==> config.mk <==
export PLATFORM = sky130hd
export DESIGN_NAME = suspend_resume_power_sequencer
export DESIGN_NICKNAME = d
export VERILOG_FILES = /design/src/pkg/susres_pkg.sv /design/src/rtl/sync_edge.sv /design/src/rtl/suspend_resume_power_sequencer.sv
export SDC_FILE = /design/constraint.sdc
export NUM_CORES = 1
export LEC_CHECK = 0
export BUFFER_PORTS_ARGS = -buffer_cell sky130_fd_sc_hd__buf_2
export CORE_MARGIN = 2
export CORE_UTILIZATION = 60
export DETAILED_ROUTE_END_ITERATION = 8
export PLACE_DENSITY = 0.89
export SYNTH_ARGS = -nofsm -noshare
export SYNTH_HDL_FRONTEND = slang
export SYNTH_SLANG_ARGS = --single-unit
==> constraint.sdc <==
create_clock -name mclk_i -period 3.85 [get_ports mclk_i]
set_input_delay 0.385 -clock mclk_i [delete_from_list [all_inputs] [get_ports mclk_i]]
set_output_delay 0.385 -clock mclk_i [all_outputs]
set_load 0.02 [all_outputs]
==> src/pkg/susres_pkg.sv <==
`default_nettype none
package susres_pkg;
    // clock period in ns at 20 MHz
    localparam int unsigned CLK_PERIOD_NS  = 50;
    // suspend isolation and resume re-enable deadline
    localparam int unsigned ISOLATE_US     = 32;
    localparam int unsigned ISOLATE_CYC    = (ISOLATE_US * 1000) / CLK_PERIOD_NS;
    // processor reset pulse width after resume or bus reset release
    localparam int unsigned PROCESSOR_RESET_OUT_N_MS      = 1;
    localparam int unsigned PROCESSOR_RESET_OUT_N_CYC     = (PROCESSOR_RESET_OUT_N_MS * 1000000 + CLK_PERIOD_NS - 1) / CLK_PERIOD_NS;
    // isolation sequencing delay (cycles) chosen well under the deadline
    localparam logic [9:0]  ISO_DELAY      = 10'h004;
    localparam int unsigned CNT_W          = 16;

    typedef enum logic [4:0] {
        ST_RUN     = 5'h01,
        ST_ENTER   = 5'h02,
        ST_SUSP    = 5'h04,
        ST_RESUME  = 5'h08,
        ST_RSTHOLD = 5'h10
    } seq_state_t;

    typedef enum logic {
        MEM_SDRAM = 1'b0,
        MEM_EDO   = 1'b1
    } mem_kind_t;

    // pad control handed to the pin ring
    typedef struct packed {
        logic host_oe_n;
        logic ctl_oe_n;
        logic ad_force_low;
        logic we_force_high;
        logic cs_force_high;
        logic cke_force_low;
        logic strobe_force_low;
    } pad_ctl_t;

    localparam pad_ctl_t PAD_NORMAL = '{1'b0, 1'b0, 1'b0, 1'b0, 1'b0, 1'b0, 1'b0};
endpackage : susres_pkg
`default_nettype wire

==> src/rtl/sync_edge.sv <==
`timescale 1ns/1ns
`default_nettype none
// two-flop synchroniser with edge pulses taken from the second stage
module sync_edge
(
    input  wire logic mclk_i,
    input  wire logic rst_i,
    input  wire logic async_i,
    output logic      level_o,
    output logic      rise_o,
    output logic      fall_o
);
    logic meta_reg;
    logic meta_next;
    logic sync_reg;
    logic sync_next;
    logic last_reg;
    logic last_next;

    always_comb
    begin
        meta_next = async_i;
        sync_next = meta_reg;
        last_next = sync_reg;
    end

    // reset to the inactive-high level of the active-low pins
    always_ff @(posedge mclk_i)
    begin
        if (rst_i)
        begin
            meta_reg <= 1'b1;
            sync_reg <= 1'b1;
            last_reg <= 1'b1;
        end
        else
        begin
            meta_reg <= meta_next;
            sync_reg <= sync_next;
            last_reg <= last_next;
        end
    end

    assign level_o = sync_reg;
    assign rise_o  = sync_reg & ~last_reg;
    assign fall_o  = ~sync_reg & last_reg;
endmodule : sync_edge
`default_nettype wire

==> src/rtl/suspend_resume_power_sequencer.sv <==
`timescale 1ns/1ns
`default_nettype none
// Function
// suspend with bus reset idle: suspend refresh, isolate
// isolation done within 32 us
// resume under bus reset: internal reset, keep suspend
// plain resume: normal refresh, optional processor reset
// far side suspends only when system idle
// far side keeps power, clocks 32 us
// far side never stops pci clock mid-suspend
// bus reset and clocks never isolated
// clock source drives clocks low, then powers down
// power, clocks stable 1 ms before resume
// stop-clock held about 100 us after resume
// processor reset active within 10 ns of power
// power good at least 1 ms after supply
// late bridge power good precedes southbridge power good
// suspend planes release 1-2 rtc after resume reset
// clock stops release 16 ms after planes
// rtc unit about 32 us
// suspend status released 1 ms after clock stops
// bus reset released within 1 rtc after status
// processor reset held 1 ms after bus reset
// suspended: tristate host/control, low ad, high we
// suspended dram: selects high or strobes low
// buffers re-enabled within 32 us of resume
// cpu reset 1 ms on resume when enabled
// synchronise inputs, act once per edge
module suspend_resume_power_sequencer
(
    input  wire logic                  mclk_i,
    input  wire logic                  rst_i,
    input  wire logic                  bridge_power_good_i,
    input  wire logic                  suspend_status_n_i,
    input  wire logic                  bus_reset_in_n_i,
    input  wire logic                  processor_reset_enable_i,
    input  wire logic                  sw_normal_refresh_set_i,
    input  wire susres_pkg::mem_kind_t mem_kind_i,
    output logic                       normal_refresh_enable_o,
    output logic                       suspend_refresh_o,
    output logic                       self_refresh_entered_o,
    output logic                       processor_reset_out_n_o,
    output logic                       processor_reset_oe_n_o,
    output logic                       internal_reset_o,
    output logic                       buffers_isolated_o,
    output susres_pkg::pad_ctl_t       pad_ctl_o
);
    logic sus_level;
    logic sus_assert;
    logic sus_release;
    logic brst_level;
    logic brst_assert;
    logic brst_release;

    // both edges of the suspend status are acted on at most once; the bus reset is used only as a level
    sync_edge u_sus_sync
    (
        .mclk_i  (mclk_i),
        .rst_i   (rst_i),
        .async_i (suspend_status_n_i),
        .level_o (sus_level),
        .rise_o  (sus_release),
        .fall_o  (sus_assert)
    );

    sync_edge u_brst_sync
    (
        .mclk_i  (mclk_i),
        .rst_i   (rst_i),
        .async_i (bus_reset_in_n_i),
        .level_o (brst_level),
        .rise_o  (brst_release),
        .fall_o  (brst_assert)
    );

    susres_pkg::seq_state_t state_reg;
    susres_pkg::seq_state_t state_next;
    logic [susres_pkg::CNT_W-1:0] cnt_reg;
    logic [susres_pkg::CNT_W-1:0] cnt_next;
    logic [susres_pkg::CNT_W-1:0] rst_cnt_reg;
    logic [susres_pkg::CNT_W-1:0] rst_cnt_next;
    logic nref_reg;
    logic nref_next;
    logic sref_reg;
    logic sref_next;
    logic self_reg;
    logic self_next;
    logic iso_reg;
    logic iso_next;
    logic processor_reset_out_n_reg;
    logic processor_reset_out_n_next;
    logic processor_reset_out_n_n_reg;
    logic processor_reset_out_n_n_next;
    logic intrst_reg;
    logic intrst_next;
    susres_pkg::pad_ctl_t pad_reg;
    susres_pkg::pad_ctl_t pad_next;

    always_comb
    begin
        state_next   = state_reg;
        cnt_next     = cnt_reg;
        rst_cnt_next = rst_cnt_reg;
        nref_next    = nref_reg;
        sref_next    = sref_reg;
        self_next    = self_reg;
        iso_next     = iso_reg;
        processor_reset_out_n_next  = processor_reset_out_n_reg;
        intrst_next  = 1'b0;
        pad_next     = pad_reg;

        if (sw_normal_refresh_set_i)
        begin
            nref_next = 1'b1;
            sref_next = 1'b0;
        end

        // the bus reset is never gated, so it asserts processor reset even while isolated, though the pin floats until the buffers return
        if (!brst_level)
        begin
            processor_reset_out_n_next  = 1'b1;
            rst_cnt_next = susres_pkg::CNT_W'(susres_pkg::PROCESSOR_RESET_OUT_N_CYC);
        end
        else if (rst_cnt_reg != '0)
        begin
            rst_cnt_next = rst_cnt_reg - 1'b1;
        end
        else
        begin
            // release only after the full pulse past bus reset or resume
            processor_reset_out_n_next = 1'b0;
        end

        case (state_reg)
            susres_pkg::ST_RUN:
            begin
                if (sus_assert && brst_level)
                begin
                    // enter suspend refresh
                    sref_next  = 1'b1;
                    nref_next  = 1'b0;
                    cnt_next   = susres_pkg::CNT_W'(susres_pkg::ISO_DELAY);
                    state_next = susres_pkg::ST_ENTER;
                end
            end
            susres_pkg::ST_ENTER:
            begin
                // short drain then isolate, far inside the 32 us window
                if (cnt_reg != '0)
                begin
                    cnt_next = cnt_reg - 1'b1;
                end
                else
                begin
                    iso_next  = 1'b1;
                    self_next = 1'b1;
                    // suspend pin states per dram type
                    pad_next.host_oe_n     = 1'b1;
                    pad_next.ctl_oe_n      = 1'b1;
                    pad_next.ad_force_low  = 1'b1;
                    pad_next.we_force_high = 1'b1;
                    if (mem_kind_i == susres_pkg::MEM_SDRAM)
                    begin
                        pad_next.cs_force_high = 1'b1;
                        pad_next.cke_force_low = 1'b1;
                    end
                    else
                    begin
                        pad_next.strobe_force_low = 1'b1;
                    end
                    state_next = susres_pkg::ST_SUSP;
                end
            end
            susres_pkg::ST_SUSP:
            begin
                if (sus_release)
                begin
                    state_next = susres_pkg::ST_RESUME;
                end
            end
            susres_pkg::ST_RESUME:
            begin
                // buffers back two cycles after the edge, within 32 us
                iso_next  = 1'b0;
                self_next = 1'b0;
                pad_next  = susres_pkg::PAD_NORMAL;
                if (!brst_level)
                begin
                    // internal reset; refresh logic keeps suspend mode
                    intrst_next = 1'b1;
                end
                else
                begin
                    // auto return to normal refresh
                    nref_next = 1'b1;
                    sref_next = 1'b0;
                    if (processor_reset_enable_i)
                    begin
                        processor_reset_out_n_next  = 1'b1;
                        rst_cnt_next = susres_pkg::CNT_W'(susres_pkg::PROCESSOR_RESET_OUT_N_CYC);
                    end
                end
                state_next = susres_pkg::ST_RSTHOLD;
            end
            susres_pkg::ST_RSTHOLD:
            begin
                state_next = susres_pkg::ST_RUN;
            end
            default:
            begin
                state_next = susres_pkg::ST_RUN;
            end
        endcase

        // separate active-low copy so the pin comes straight from a flop
        processor_reset_out_n_n_next = ~processor_reset_out_n_next;
    end

    always_ff @(posedge mclk_i)
    begin
        // no power good: full reset with processor reset asserted
        if (rst_i || !bridge_power_good_i)
        begin
            state_reg   <= susres_pkg::ST_RUN;
            cnt_reg     <= '0;
            rst_cnt_reg <= susres_pkg::CNT_W'(susres_pkg::PROCESSOR_RESET_OUT_N_CYC);
            nref_reg    <= 1'b0;
            sref_reg    <= 1'b0;
            self_reg    <= 1'b0;
            iso_reg     <= 1'b0;
            processor_reset_out_n_reg  <= 1'b1;
            processor_reset_out_n_n_reg <= 1'b0;
            intrst_reg  <= 1'b1;
            pad_reg     <= susres_pkg::PAD_NORMAL;
        end
        else
        begin
            state_reg   <= state_next;
            cnt_reg     <= cnt_next;
            rst_cnt_reg <= rst_cnt_next;
            nref_reg    <= nref_next;
            sref_reg    <= sref_next;
            self_reg    <= self_next;
            iso_reg     <= iso_next;
            processor_reset_out_n_reg  <= processor_reset_out_n_next;
            processor_reset_out_n_n_reg <= processor_reset_out_n_n_next;
            intrst_reg  <= intrst_next;
            pad_reg     <= pad_next;
        end
    end

    assign normal_refresh_enable_o = nref_reg;
    assign suspend_refresh_o       = sref_reg;
    assign self_refresh_entered_o  = self_reg;
    assign processor_reset_out_n_o = processor_reset_out_n_n_reg;
    // processor reset floats while isolated
    assign processor_reset_oe_n_o  = pad_reg.host_oe_n;
    assign internal_reset_o        = intrst_reg;
    assign buffers_isolated_o      = iso_reg;
    assign pad_ctl_o               = pad_reg;

    // brst_assert/brst_release and sus_level feed nothing; kept for symmetry of the synchroniser
    logic unused_edges;
    assign unused_edges = brst_assert ^ brst_release ^ sus_level;
endmodule : suspend_resume_power_sequencer
`default_nettype wire

==> reports/qor.csv, run 1 <==
stage,metric,value,unit
timing,skew,0.0103,ns
power_and_ir_drop,powerDensity,385,mW/mm²
final_layout,nets,284,
grt,grt_max_degree,19,
clock_network,clockBufferDepth,2,
grt,grtUsageTotal,23.4,%
route,via_per_inst,5.76,
logic_synthesis,ys_seq_area_share,43.8,%
final_layout,fillCellCount,293,
timing,max-slew-margin-rel,25.4,%
min_path,hold_class,input pin to register,
clock_network,h-tree-depth,2,
power_and_ir_drop,peakVddDrop,0.351,mV
clock_network,clk_latency,0.31,ns
clock_network,cts_root_buffer,clkbuf_8,
logic_synthesis,yosys-top-cells-count,"dfxtp_1, nor2_1, a21oi_1",
timing,final.min_clock_period,2.25,ns
timing,grt_setup_unrepaired,false,
logic_synthesis,yosys.area_share.adder,1.64,%
place,post_dp_cell_area,0.00237,mm²
clock_network,numCtsBuffers,5,
logic_synthesis,ys_types,50,
timing,setup_viol,0,
logic_synthesis,ys_ff_latch,50,
grt,grt_pass1_vias,1780,
place,portBuffers,21,
logic_synthesis,synth_ff_type,dfxtp_1,
min_path,hold_start,suspend_status_n_i,
clock_network,cts.sinks,50,
grt,overflow,0,
critical_path,criticalPathCategory,register to register,
min_path,hold_end,u_sus_sync.meta_reg$_SDFF_PP1_,
route,drtIter0Drc,147,
critical_path,r2r_end,cnt_reg[14]$_SDFFE_PP0P_,
floorplanning,coreArea,0.00366,mm²
place,gp_congestion,0.871,
clock_network,cts_resized,0,
logic_synthesis,synth.cell_area,0.00229,mm²
logic_synthesis,synth_compound_area_share,13.6,%
timing,period_share,58.6,%
logic_synthesis,synth_edf_count,0,
logic_synthesis,synth_top_cells_by_area,"dfxtp_1, nor2_1, xnor2_1, a21oi_1, or3_1",
critical_path,worstPathRequired,4.06,ns
logic_synthesis,avgSynthCellArea,8.87,µm²
floorplanning,io_pins,22,
floorplanning,die_x,65.7,µm
power_and_ir_drop,power.total,952,µW
route,route.detailed.drc,0,
floorplanning,num_rows,22,
place,place_hpwl,3.26,mm
job,cap_violations,0,
logic_synthesis,yosys.area_share.simple,29.3,%
route,wire_per_inst,13.7,µm
floorplanning,die_area,0.00432,mm²
final_layout,fin_area,0.00247,mm²
critical_path,worstReg2RegStart,state_reg[4]$_SDFFE_PP0P_,
timing,worstMarginPinSlew,1.11,ns
route,drtAntennaViolNets,0,
logic_synthesis,synthMuxAreaShare,0,%
clock_network,cts_hold_buf,0,
final_layout,drive_above_1_share,17.9,%
power_and_ir_drop,p_leak,0.938,nW
critical_path,reg2reg_depth,5,
logic_synthesis,synthArstFlopShare,0,%
logic_synthesis,yosys.area_share.xor_xnor,6.89,%
logic_synthesis,synth_top_area_share,43.8,%
grt,antenna_found_initial,0,
grt,grt_pass1_wl,7.90,mm
critical_path,start_kind,register,
logic_synthesis,yosys_warnings,0,
logic_synthesis,syn_inst,258,
clock_network,postCtsSetupBuffers,0,
route,drt-total-wl,4.40,mm
critical_path,reg2reg_setup_slack,1.60,ns
logic_synthesis,synth_top_family_by_area,simple AND/OR/NAND/NOR gates,
logic_synthesis,synth.largest_area_cell,dfxtp_1,
final_layout,area_growth,8.10,%
route,vias,1855,
floorplanning,chipHeight,65.7,µm
place,dp_cells,314,
timing,finalHoldViolations,0,
clock_network,clk_pin_slew_worst_paths,0.10,ns
clock_network,tritoncts,built,
floorplanning,start_util,62.5,%
logic_synthesis,synth_nets,269,
logic_synthesis,yosysMostFrequentCell,dfxtp_1,
critical_path,crit_arrival,2.46,ns
run_status,outcome,completed,
final_layout,stdcell_count,322,
critical_path,path_max_fanout,15,
final_layout,antenna_cells,0,
timing,clock.fmax,443,MHz
timing,tns,0,ns
min_path,whs_path_depth,2,
route,first_pass_iters,4,
timing,slew_viol_final,0,
critical_path,cp-end-kind,register,
worst max-delay path by stage:
stage | slack, ns | to | from
6_report | 1.60 | cnt_reg[14]$_SDFFE_PP0P_ | state_reg[4]$_SDFFE_PP0P_
5_1_grt | 1.41 | cnt_reg[9]$_SDFFE_PP0P_ | cnt_reg[10]$_SDFFE_PP0P_
4_1_cts | 1.59 | cnt_reg[14]$_SDFFE_PP0P_ | state_reg[4]$_SDFFE_PP0P_
3_5_place_dp | 1.64 | cnt_reg[8]$_SDFFE_PP0P_ | cnt_reg[6]$_SDFFE_PP0P_
3_3_place_gp | 1.68 | cnt_reg[14]$_SDFFE_PP0P_ | state_reg[4]$_SDFFE_PP0P_
2_1_floorplan | 1.85 | cnt_reg[5]$_SDFFE_PP0P_ | cnt_reg[6]$_SDFFE_PP0P_
layer usage:
metal  vias to the layer above  part of all wire [%]  global-route usage [%]
li1                        940                     -                       -
met1                       877                    44                    28.6
met2                        32                    51                    41.7
met3                         6                   4.0                    4.45
met4                         0                   1.0                    5.99
met5                         -                     0                       0
layout by cell type (no fill, tap or decap), types with 7 or more instances in the layout:
cell     netlist  routed
dfxtp_1       50      50
nor2_1        33      33
buf_2          0      21
a21oi_1       18      18
nand2_1       17      17
or3_1         14      14
xnor2_1       14      14
nor4_1         9       9
nor3_1         9       9
inv_1          7       7
or2_2          7       7
critical path: stages, from the launching register on:
cell,delay [ns]
dfxtp_1,0.37
or3_1,0.50
o31ai_2,0.98
nor2_1,0.11
nand3_1,0.13
nand2_1,0.06
power breakdown:
part	internal (mW)	switching (mW)	leakage (nW)	total (mW)
Combinational	0.0384	0.0501	0.481	0.0885
Sequential	0.530	0.0108	0.406	0.540
Clock	0.135	0.188	0.0502	0.323
kinds of logic (layout without fill, tap and decap cells):
group	after synthesis	in the layout
fa+ha+maj	3	3
xor+xnor	18	18
flops	50	50
buf+inv	20	36
compound gates	45	45
simple gates	122	122
per-stage QoR:
step	hold WS, ns	setup WS, ns	util (%)
6_report	0.247	1.60	67.5
5_1_grt	0.247	1.41	67.5
4_1_cts	0.246	1.59	67.5
3_5_place_dp	0.397	1.64	64.9
3_3_place_gp	0.392	1.68	64.9
2_1_floorplan	0.389	1.85	-
layout make-up:
| class | count | area (µm²) | area share [%] |
|---|---|---|---|
| flip-flops and latches | 50 | 1000 | 40.5 |
| multi-input cells | 188 | 1180 | 47.8 |
| inverters | 7 | 26.3 | 1.06 |
| clock buffers | 5 | 68.8 | 2.78 |
| repair buffers | 21 | 105 | 4.25 |
| well taps | 48 | 60.1 | 2.43 |
| clock inverters | 3 | 28.8 | 1.16 |
Note: power is estimated with default switching activity, not from simulation.
==> run 2: changes to the inputs <==
CORE_UTILIZATION = 52   (was 60)
PLACE_DENSITY = 0.82   (was 0.89)
clock period = 1.9 ns   (was 3.85 ns; I/O delays follow)
==> run 2 against run 1 <==
Effect of this change:
- the run now ends with negative setup slack left
- via count rose by 10%
- utilization rose by 0.33 points
- cell area up 18%
- first-iteration DRC count decreased by 52%
- critical path type unchanged
- critical endpoint is now cnt_reg[15]$_SDFFE_PP0P_
- power rose by 110%
==> reports/qor.csv, run 2 (synthesis gave the netlist of run 1 again) <==
stage,metric,value,unit
grt,antenna_found_initial,0,
power_and_ir_drop,peakVddDrop,0.565,mV
final_layout,area_growth,27.4,%
critical_path,crit_arrival,2.22,ns
timing,setup_viol,19,
final_layout,drive_above_1_share,35.5,%
power_and_ir_drop,comb_power_share,13.0,%
place,gp_congestion,0.776,
timing,fin_hold_ws,0.0682,ns
clock_network,clockBufferDepth,2,
power_and_ir_drop,power.switching,492,µW
clock_network,clk_pin_slew_worst_paths,0.08,ns
grt,overflow,0,
critical_path,start_kind,register,
timing,period_share,107,%
grt,grt_max_degree,16,
floorplanning,start_util,53.3,%
clock_network,h-tree-depth,2,
run_status,outcome,"complete, but fails checks",
final_layout,antenna_cells,0,
place,dp_cells,349,
floorplanning,chipHeight,70.3,µm
power_and_ir_drop,power.total,1.99,mW
timing,skew,0.00423,ns
grt,use_met2,37.0,%
timing,grt_setup_unrepaired,true,
final_layout,layout_commonest_cell,dfxtp_1,
critical_path,path_max_fanout,5,
floorplanning,die_area,0.00494,mm²
grt,grt_use_met1,27.0,%
timing,slew_viol_final,0,
final_layout,stdcell_count,362,
run_status,violations,negative setup slack,
grt,grt_pass1_vias,1915,
timing,max-slew-margin-rel,65.7,%
clock_network,cts.sinks,50,
floorplanning,die_x,70.3,µm
clock_network,numCtsBuffers,5,
floorplanning,num_rows,24,
critical_path,criticalPathCategory,register to register,
power_and_ir_drop,powerDensity,682,mW/mm²
place,place_hpwl,3.58,mm
floorplanning,io_pins,22,
grt,grt-busiest-layer,met2,
route,first_pass_iters,4,
grt,grt_pass1_wl,8.58,mm
place,portBuffers,21,
timing,final.min_clock_period,2.03,ns
clock_network,clk_latency,0.31,ns
route,route.detailed.drc,0,
grt,grtUsageTotal,21.6,%
timing,clock.fmax,494,MHz
timing,worst_slack,-0.125,ns
place,post_dp_cell_area,0.00264,mm²
final_layout,fin_area,0.00291,mm²
final_layout,layout_common_cells,"dfxtp_1, buf_4, nor2_1",
job,cap_violations,0,
final_layout,nets,320,
clock_network,cts_root_buffer,clkbuf_8,
power_and_ir_drop,clkPwrFrac,32.0,%
power_and_ir_drop,p_sw_share,24.8,%
power_and_ir_drop,p_seq_share,55.1,%
route,via_per_inst,5.64,
power_and_ir_drop,p_leak,1.15,nW
route,drtIter0Drc,71,
place,dp_slack,-0.146,ns
critical_path,cp-end-kind,register,
min_path,hold_class,input pin to register,
timing,worstMarginPinSlew,0.515,ns
grt,met3_usage,5.63,%
route,vias,2043,
critical_path,worstPathRequired,2.10,ns
route,drtAntennaViolNets,0,
power_and_ir_drop,power.internal,1.50,mW
floorplanning,coreArea,0.00429,mm²
clock_network,cts_hold_buf,0,
timing,finalHoldViolations,0,
route,wire_per_inst,14.5,µm
clock_network,tritoncts,built,
route,drt-total-wl,5.25,mm
[run 2: cell types whose count changed in the layout (fill, tap and decap cells not counted), sizes merged]
cell	before	now
inv	8	7
clkinv	2	1
buf	21	57
clkbuf	5	7
[run 2: timing repair]
action,CTS,global route
gates resized for setup,6,26
hold endpoints to repair,0,0
buffers inserted,1,4
setup endpoints to repair,17,26
pin swaps,4,7
[run 2: layer usage]
metal  share of wire (%)  vias to the layer above
met5                   0                        -
met4                 1.6                        0
met3                 4.1                       11
met2                  52                       46
met1                  42                      970
li1                    -                     1016
[run 2: cell type report]
| type | instances | area [µm²] |
|---|---|---|
| Timing Repair Buffer | 57 | 404 |
| Sequential cell | 50 | 1010 |
| Fill cell | 338 | 1380 |
| Tap cell | 52 | 65.1 |
| Clock inverter | 1 | 5.00 |
| Clock buffer | 7 | 86.3 |
| Inverter | 7 | 26.3 |
| Multi-Input combinational cell | 188 | 1320 |
[run 2: path summary, 6_finish.rpt]
kind	depth (start not counted)	startpoint	endpoint	slack [ns]
max	5	cnt_reg[7]$_SDFFE_PP0P_	cnt_reg[15]$_SDFFE_PP0P_	-0.13
min	2	suspend_status_n_i	u_sus_sync.meta_reg$_SDFF_PP1_	0.07
max reg2reg	5	cnt_reg[7]$_SDFFE_PP0P_	cnt_reg[15]$_SDFFE_PP0P_	-0.13
min reg2reg	1	u_sus_sync.meta_reg$_SDFF_PP1_	u_sus_sync.level_o$_SDFF_PP1_	0.41
[run 2: power by group through the flow]
stage	clock network [mW]	logic (mW)	registers [mW]
global placement	0	0.210	1.11
floorplan	0	0.140	1.12
detailed placement	0	0.219	1.12
finish	0.636	0.257	1.09
global route	0.687	0.283	1.10
CTS	0.651	0.230	1.09
[run 2: worst max-delay path, stage by stage, from the launching register on]
cell and delay [ns]:
dfxtp_2 0.34, or4_4 0.53, or4_4 0.56, o221ai_2 0.26, or3_1 0.16, a21oi_1 0.06
[run 2: through the flow]
stage | setup TNS (ns) | util [%]
floorplan | -0.799 | -
global placement | -1.09 | 61.5
detailed placement | -1.52 | 61.5
CTS | -1.66 | 64.5
global route | -3.33 | 67.9
finish | -1.71 | 67.9
